`config.mk`:
```
export PLATFORM = sky130hd
export DESIGN_NAME = irq_core_end_flat
export DESIGN_NICKNAME = d
export VERILOG_FILES = /design/src/verilog/irq_pkg.sv /design/src/verilog/irq_if.sv /design/src/verilog/irq_core_end.sv /design/src/flat_wrapper.sv
export VERILOG_INCLUDE_DIRS = /design/src /design/src/verilog
export SDC_FILE = /design/constraint.sdc
export NUM_CORES = 1
export LEC_CHECK = 0
export BUFFER_PORTS_ARGS = -buffer_cell sky130_fd_sc_hd__buf_2
export CAP_MARGIN = 20
export CORE_UTILIZATION = 47
export DETAILED_ROUTE_END_ITERATION = 16
export GPL_ROUTABILITY_DRIVEN = 0
export PLACE_DENSITY = 0.82
export SLEW_MARGIN = 5
export SYNTH_ARGS = -nofsm -noshare
export SYNTH_HDL_FRONTEND = slang
export SYNTH_SLANG_ARGS = --single-unit
```
`constraint.sdc`:
```
create_clock -name clock -period 1.4 [get_ports clock]
set_input_delay 0.07 -clock clock [delete_from_list [all_inputs] [get_ports clock]]
set_output_delay 0.07 -clock clock [all_outputs]
set_load 0.02 [all_outputs]
```
`src/verilog/irq_defs.svh`:
```
// shared constants for the interrupt request interface
`ifndef IRQ_DEFS_SVH
`define IRQ_DEFS_SVH
`define IRQ_VOFS_W 16
`define IRQ_VOFS_RST 16'h0000
`define IRQ_AVEC_RST 1'b0
`define IRQ_ASSERTED 1'b0
`define IRQ_NEGATED 1'b1
`define IRQ_ACK_DELAY 2'h1
`define IRQ_FETCH_CYCLES 3'h3
`endif

```
`src/verilog/irq_pkg.sv`:
```
// types of the interrupt request interface; the vector offset type is shared by both ends, the source type is used by the core end
package irq_pkg;
	typedef logic [15:0] irq_vofs_t;
	typedef enum logic [1:0] {
		IRQ_SRC_NONE = 2'h0,
		IRQ_SRC_EXT = 2'h1,
		IRQ_SRC_CRIT = 2'h2
	} irq_src_e;
endpackage

```
`src/verilog/irq_if.sv`:
```
// interface joining interrupt controller and core
`timescale 1ns/1ps
interface irq_if;
	logic extReqN;
	logic critReqN;
	logic nmiReqN;
	logic autoVecN;
	irq_pkg::irq_vofs_t vecOffset;
	logic intPending;
	logic intAck;
	modport core (
		input extReqN,
		input critReqN,
		input nmiReqN,
		input autoVecN,
		input vecOffset,
		output intPending,
		output intAck
	);
	modport ctrl (
		output extReqN,
		output critReqN,
		output nmiReqN,
		output autoVecN,
		output vecOffset,
		input intPending,
		input intAck
	);
endinterface

```
`src/verilog/irq_core_end.sv`:
```
// core end: pending, sampling, commit and acknowledge of interrupts
// Function
// RULE1 - controller holds vector valid while requesting
// RULE2 - pending is combinational from requests and flag
// RULE3 - autovector negated selects supplied vector offset
// RULE4 - request may be sampled in first cycle
// RULE5 - acknowledge marks committed sampled values
// RULE6 - controller changes vector with request lines
// RULE7 - later request waits for handler decode
// RULE8 - commit only values of acknowledged cycle
// RULE9 - blocked external yields to critical request
// RULE10 - inputs active low, sampled on rising edge
// RULE11 - acknowledge is one-cycle pulse per commit
`timescale 1ns/1ps
`include "irq_defs.svh"
module irq_core_end (
	input wire logic clock,
	input wire logic reset,
	irq_if.core bus,
	input wire logic nonmaskableSyndromeFlag,
	input wire logic coreStall,
	input wire logic handlerDecoded,
	output logic commitValid,
	output irq_pkg::irq_src_e commitSrc,
	output irq_pkg::irq_vofs_t commitOffset,
	output logic commitAutoVec,
	output logic handlerBusy
);
	typedef enum logic [1:0] {
		IRQ_ST_IDLE = 2'h0,
		IRQ_ST_SAMPLED = 2'h1,
		IRQ_ST_FETCH = 2'h2
	} irq_core_st_e;

	irq_core_st_e state_r;
	logic ackPulse_r;
	logic extReq;
	logic critReq;
	logic nmiReq;
	logic autoVecSel;
	logic anyReq;
	logic commitNow;
	logic [1:0] srcHeld;
	irq_pkg::irq_src_e liveSrc;

	// RULE10 active low decode, one per pin
	irq_lo_decode #(
		.WIDTH(1)
	) irq_lo_decode_ext_inst (
		.levelN(bus.extReqN),
		.active(extReq)
	);

	irq_lo_decode #(
		.WIDTH(1)
	) irq_lo_decode_crit_inst (
		.levelN(bus.critReqN),
		.active(critReq)
	);

	irq_lo_decode #(
		.WIDTH(1)
	) irq_lo_decode_nmi_inst (
		.levelN(bus.nmiReqN),
		.active(nmiReq)
	);

	irq_lo_decode #(
		.WIDTH(1)
	) irq_lo_decode_avec_inst (
		.levelN(bus.autoVecN),
		.active(autoVecSel)
	);

	assign anyReq = extReq | critReq;

	// RULE2 pending purely combinational, no flop in the path
	assign bus.intPending = extReq
		| critReq
		| nmiReq
		| nonmaskableSyndromeFlag;

	// RULE9 critical outranks external
	always_comb begin
		if (critReq) begin
			liveSrc = irq_pkg::IRQ_SRC_CRIT;
		end else if (extReq) begin
			liveSrc = irq_pkg::IRQ_SRC_EXT;
		end else begin
			liveSrc = irq_pkg::IRQ_SRC_NONE;
		end
	end

	// RULE11 single-cycle acknowledge
	assign bus.intAck = ackPulse_r;
	assign commitValid = ackPulse_r;
	assign handlerBusy = (state_r == IRQ_ST_FETCH);

	// RULE5 commit needs a live request and no stall
	assign commitNow = (state_r == IRQ_ST_SAMPLED)
		&& anyReq
		&& !coreStall;

	// sequence: sample, commit with ack, then hold off until decode
	always_ff @(posedge clock) begin
		if (reset) begin
			state_r <= IRQ_ST_IDLE;
		end else begin
			unique case (state_r)
				IRQ_ST_IDLE: begin
					// RULE4 sample in first asserted cycle
					if (anyReq) begin
						state_r <= IRQ_ST_SAMPLED;
					end
				end
				IRQ_ST_SAMPLED: begin
					// RULE9 stalled commit resamples inputs
					if (!anyReq) begin
						state_r <= IRQ_ST_IDLE;
					end else if (!coreStall) begin
						state_r <= IRQ_ST_FETCH;
					end
				end
				IRQ_ST_FETCH: begin
					// RULE7 next only after decode
					if (handlerDecoded) begin
						state_r <= IRQ_ST_IDLE;
					end
				end
				default: begin
					state_r <= IRQ_ST_IDLE;
				end
			endcase
		end
	end

	// RULE11 pulse lasts one cycle
	always_ff @(posedge clock) begin
		if (reset) begin
			ackPulse_r <= 1'b0;
		end else begin
			ackPulse_r <= commitNow;
		end
	end

	// RULE8 source of the committed cycle only
	irq_hold_reg #(
		.WIDTH(2)
	) irq_hold_reg_src_inst (
		.clock(clock),
		.reset(reset),
		.load(commitNow),
		.resetValue(irq_pkg::IRQ_SRC_NONE),
		.d(liveSrc),
		.q(srcHeld)
	);
	assign commitSrc = irq_pkg::irq_src_e'(srcHeld);

	// RULE5 offset latched with the commit
	irq_hold_reg #(
		.WIDTH(`IRQ_VOFS_W)
	) irq_hold_reg_ofs_inst (
		.clock(clock),
		.reset(reset),
		.load(commitNow),
		.resetValue(`IRQ_VOFS_RST),
		.d(bus.vecOffset),
		.q(commitOffset)
	);

	// RULE3 negated select means vectored
	irq_hold_reg #(
		.WIDTH(1)
	) irq_hold_reg_avec_inst (
		.clock(clock),
		.reset(reset),
		.load(commitNow),
		.resetValue(`IRQ_AVEC_RST),
		.d(autoVecSel),
		.q(commitAutoVec)
	);
endmodule

// active-low pin level to active-high request
module irq_lo_decode #(
	parameter int WIDTH = 1
) (
	input wire logic [WIDTH-1:0] levelN,
	output logic [WIDTH-1:0] active
);
	assign active = ~levelN;
endmodule

// load-enabled hold; keeps committed values until the next commit
module irq_hold_reg #(
	parameter int WIDTH = 1
) (
	input wire logic clock,
	input wire logic reset,
	input wire logic load,
	input wire logic [WIDTH-1:0] resetValue,
	input wire logic [WIDTH-1:0] d,
	output logic [WIDTH-1:0] q
);
	always_ff @(posedge clock) begin
		if (reset) begin
			q <= resetValue;
		end else if (load) begin
			q <= d;
		end
	end
endmodule

```
`src/flat_wrapper.sv`:
```
// flat-port wrapper written by rule: the top's interface ports become plain ports
module irq_core_end_flat 
  (clock, reset, nonmaskableSyndromeFlag, coreStall, handlerDecoded, commitValid, commitSrc, commitOffset, commitAutoVec, handlerBusy, bus_extReqN, bus_critReqN, bus_nmiReqN, bus_autoVecN, bus_vecOffset, bus_intPending, bus_intAck);
  irq_if bus_i ();
  input wire logic clock;
  input wire logic reset;
  input wire logic nonmaskableSyndromeFlag;
  input wire logic coreStall;
  input wire logic handlerDecoded;
  output logic commitValid;
  output irq_pkg::irq_src_e commitSrc;
  output irq_pkg::irq_vofs_t commitOffset;
  output logic commitAutoVec;
  output logic handlerBusy;
  input wire logic [$bits(bus_i.extReqN)-1:0] bus_extReqN;
  input wire logic [$bits(bus_i.critReqN)-1:0] bus_critReqN;
  input wire logic [$bits(bus_i.nmiReqN)-1:0] bus_nmiReqN;
  input wire logic [$bits(bus_i.autoVecN)-1:0] bus_autoVecN;
  input wire logic [$bits(bus_i.vecOffset)-1:0] bus_vecOffset;
  output wire logic [$bits(bus_i.intPending)-1:0] bus_intPending;
  output wire logic [$bits(bus_i.intAck)-1:0] bus_intAck;
  assign bus_i.extReqN = bus_extReqN;
  assign bus_i.critReqN = bus_critReqN;
  assign bus_i.nmiReqN = bus_nmiReqN;
  assign bus_i.autoVecN = bus_autoVecN;
  assign bus_i.vecOffset = bus_vecOffset;
  assign bus_intPending = bus_i.intPending;
  assign bus_intAck = bus_i.intAck;
  irq_core_end u_core (.clock(clock), .reset(reset), .bus(bus_i), .nonmaskableSyndromeFlag(nonmaskableSyndromeFlag), .coreStall(coreStall), .handlerDecoded(handlerDecoded), .commitValid(commitValid), .commitSrc(commitSrc), .commitOffset(commitOffset), .commitAutoVec(commitAutoVec), .handlerBusy(handlerBusy));
endmodule
```
==> results by stage <==
Run status:
- The run finished with clean final reports.

Global route:
- The number of global-route vias before repair came to 741.
- The largest net degree at the start of global routing is 23.
- Global routing consumed, over all layers together, 20.4% of the routing resources.
- The first-pass GRT wire length is 3.18 mm.
- The initial antenna violation count is 0.
- The overall overflow remaining after global route is 0.

Logic synthesis:
- The compound-cell area share of the yosys netlist is 31.7%.
- Of the total synthesized cell area, the portion taken by full adders, half adders and majority gates is 0%.
- The number of nets produced by synthesis is 124.
- The area share of the leading cell type in the synthesized netlist is 45.2%.
- The synthesized netlist contains 20 unique library cells.
- After synthesis, the largest family of logic cells by area is compound AO/OA/AOI/OAI gates.
- The synthesized instance count is 99.
- The dominant cell type by area after synthesis is dfxtp_1.
- The area fraction in and, or, nand and nor cells after synthesis is 14.0%.
- By area the synthesized netlist is led by dfxtp_1 45%, a21oi_2 11%, nand3_1 8.7%.
- The average instance area after synthesis is 9.85 µm².
- The xor and xnor area share after synthesis is 0%.
- The synthesized flop and latch total is 22.
- During synthesis, Yosys emitted a total of 0 warnings.
- For this run, the register share of the synthesized area comes to 45.2%.
- The area of the mapped netlist is 975 µm².
- After synthesis, the share of cell area in mux cells is 0%.

Clock network:
- TritonCTS built the clock tree.
- In this run the clock root is driven by a clkbuf_4.
- The clock transition at the registers of the reported paths is 0.11 ns.
- CTS built an H-tree with a depth of 1.
- The post-CTS repair timing setup buffer count is 0.
- Buffers inserted during clock tree synthesis total 3.
- The number of clock sinks is 22.
- Counting along the longest clock path gives a buffer depth of 2.
- At the later pin of the worst-skew pair, clock insertion delay measures 0.29 ns.

Floorplanning:
- The boundary pin count is 48.
- In this run the horizontal extent of the chip is 47.5 µm.
- Row generation in the floorplan step produced 16 rows.
- Once the floorplan was initialized, standard cells occupied 49.7% of the core.
- The placeable core region is 1960 µm².
- The die covers 2260 µm².
- The floorplan step set the die height to 47.5 µm.

Setup path:
- The signal on the critical path passes through nand2b_1 -> buf_4 -> o21ai_2 -> a21oi_2.
- The critical setup path kind is register to register.
- The critical path required time is 1.58 ns.
- The kind of end point of the critical path is a register.
- For this design, the slowest cell found on the critical path is dfxtp_1.
- The cell family contributing the most delay on the critical path is flip-flops.
- The worst endpoint data arrival time is 1.33 ns.
- The sum of buffers and inverters on the critical path is 1.
- STA classifies the critical path startpoint as a register.
- The delay of the slowest cell on the worst path is 0.36 ns.
- In this run the worst path has a maximum fanout of 10.

Timing:
- The hold violation count in the final report is 0.
- Setup repair after global routing left no endpoint under its margin.
- For the final database, setup skew stands at 0.000663 ns.
- The setup TNS is 0 ns.
- Of the available clock period, the critical path in the final layout requires 82.1%.
- The final count of pins violating max slew is 0.
- The worst path needs 1.15 ns of the cycle, external delays included.
- Setup violations remaining at the end of the flow were counted as 0.
- The highest achievable clock rate is 870 MHz.
- For the pin with the worst max-slew slack, the measured transition is 0.498 ns.
- The tightest slew margin relative to the limit is 66.8%.

Route:
- The wire length per cell is 12.4 µm.
- Dividing the detail-routed via count by the number of cells gives 5.16.
- The final route contains 882 vias.
- The total wire length after detailed routing is 2.12 mm.
- The first TritonRoute pass finished after 4 iterations.
- For this run, design rule violations remaining after detail routing come to 0.
- The detail route stage leaves a number of antenna-violating nets equal to 0.
- The detailed router finished its first iteration with 13 violations.

Flow run:
- The max-capacitance violation count is 0.

Power and ir drop:
- The combinational share of power is 19.1%.
- The switching portion of total power is 27.9%.
- The proportion of power drawn by the clock network is 23.4%.
- The internal power summed over all cells is 839 µW.
- The static leakage is 0.514 nW.
- Registers are responsible for 57.5% of the overall power.
- The analysis attributes to net switching a power of 325 µW.
- In this run the power density over the cells is 956 nW/µm².
- The peak ir drop on the vdd network is 0.000483 V.

Final layout:
- Summing all non-filler instances in the final layout gives an area of 1220 µm².
- The count of nets after finishing is 171.
- Of the cells placed in the final design, the portion with a size suffix greater than 1 is 54.2%.
- Cells fill 62.1% of the core in the end.
- Compared with the post-synthesis result, the final layout area differs by 24.9%.
- The number of antenna repair diodes is 0.

Place:
- The count of port buffers added during placement is 47.
- The detailed placer's ending HPWL is 1.53 mm.
- In this run the cell area measured after placement is 1180 µm².

Worst hold path:
- The worst hold path class is primary input to register.
through the flow:
step / cells / hold WS, ns / total power, mW / setup slack [ns]
4_1_cts: 171 / 0.00328 / 1.18 / 0.245
3_3_place_gp: 167 / 0.257 / 0.899 / 0.307
3_5_place_dp: 167 / 0.262 / 0.905 / 0.264
2_1_floorplan: 99 / 0.135 / 0.840 / 0.374
5_1_grt: 171 / 0.0110 / 1.22 / 0.139
6_report: 171 / 0.0109 / 1.16 / 0.251
power by group through the flow:
stage	Clock (mW)	Combinational [mW]	Sequential, mW
after global placement	0	0.218	0.681
after global routing	0.302	0.247	0.672
after floorplan	0	0.132	0.709
after CTS	0.283	0.225	0.669
after detailed placement	0	0.222	0.683
final	0.272	0.223	0.668
logic make-up (layout without fill, tap and decap cells):
group	Yosys count	after routing
buf+inv	10	55
flops	22	22
simple gates	26	26
compound gates	41	41
per-layer routing:
| layer | track usage, % | wire, µm | part of all wire, % | vias up |
|---|---|---|---|---|
| met1 | 23.4 | 880 | 41 | 391 |
| met5 | 0 | 0 | 0 | - |
| met2 | 37.0 | 1040 | 49 | 42 |
| li1 | - | - | - | 445 |
| met3 | 2.64 | 164 | 7.7 | 4 |
| met4 | 10.0 | 31 | 1.5 | 0 |
layout make-up:
type                            count  area (µm²)
Fill cell                         194         744
Multi-Input combinational cell     67         445
Sequential cell                    22         440
Tap cell                           27        33.8
Timing Repair Buffer               52         275
Clock buffer                        3        22.5
cells in the mapped netlist (all sizes together):
| cell type | count |
|---|---|
| a21oi | 21 |
| nand3 | 17 |
| o21ai | 17 |
| nand4b | 1 |
| dfxtp | 22 |
| and2b | 1 |
| buf | 9 |
| nand2b | 2 |
| clkbuf | 1 |
| a211oi | 2 |
| nor2 | 2 |
| a21o | 1 |
| nor2b | 1 |
| nand2 | 1 |
| nor3 | 1 |
timing repair:
| item | in CTS | in global routing |
|---|---|---|
| hold endpoints to repair | 1 | 0 |
| resized for setup | 0 | 0 |
| hold buffers | 1 | 0 |
placed cells by master, fill, tap and decap left out:
cell type,instances
buf_2,47
dlygate4sd3_1,1
nor2_1,2
nand3_1,17
nor2b_1,1
nand2_1,1
buf_4,4
nand2b_1,2
o21ai_2,9
and2b_1,1
nor3_1,1
a21oi_1,9
dfxtp_1,22
a211oi_2,2
o21ai_1,1
a21o_4,1
o21ai_0,7
nand4b_1,1
a21oi_2,12
clkbuf_4,3
state kept, by name, indices dropped and copies added (netlist names):
register and flops:
u_core.bus.intAck 1, u_core.state_r 2, u_core.irq_hold_reg_avec_inst.q 1, u_core.irq_hold_reg_ofs_inst.q 16, u_core.irq_hold_reg_src_inst.q 2
final timing paths:
| kind | endpoint | depth (start not counted) | slack (ns) | startpoint |
|---|---|---|---|---|
| worst min register to register | u_core.irq_hold_reg_ofs_inst.q[13] | 2 | 0.47 | u_core.irq_hold_reg_ofs_inst.q[13] |
| worst max register to register | u_core.irq_hold_reg_src_inst.q[0] | 4 | 0.25 | u_core.state_r[0] |
| worst max-delay path | u_core.irq_hold_reg_src_inst.q[0] | 4 | 0.25 | u_core.state_r[0] |
| worst min-delay path | u_core.irq_hold_reg_ofs_inst.q[7] | 3 | 0.01 | bus_vecOffset[7] |
tightest hold or removal path: stages:
cell	delay, ns
buf_2	0.09
nand3_1	0.05
a21oi_1	0.05
Power figures use the tool's default switching activity.
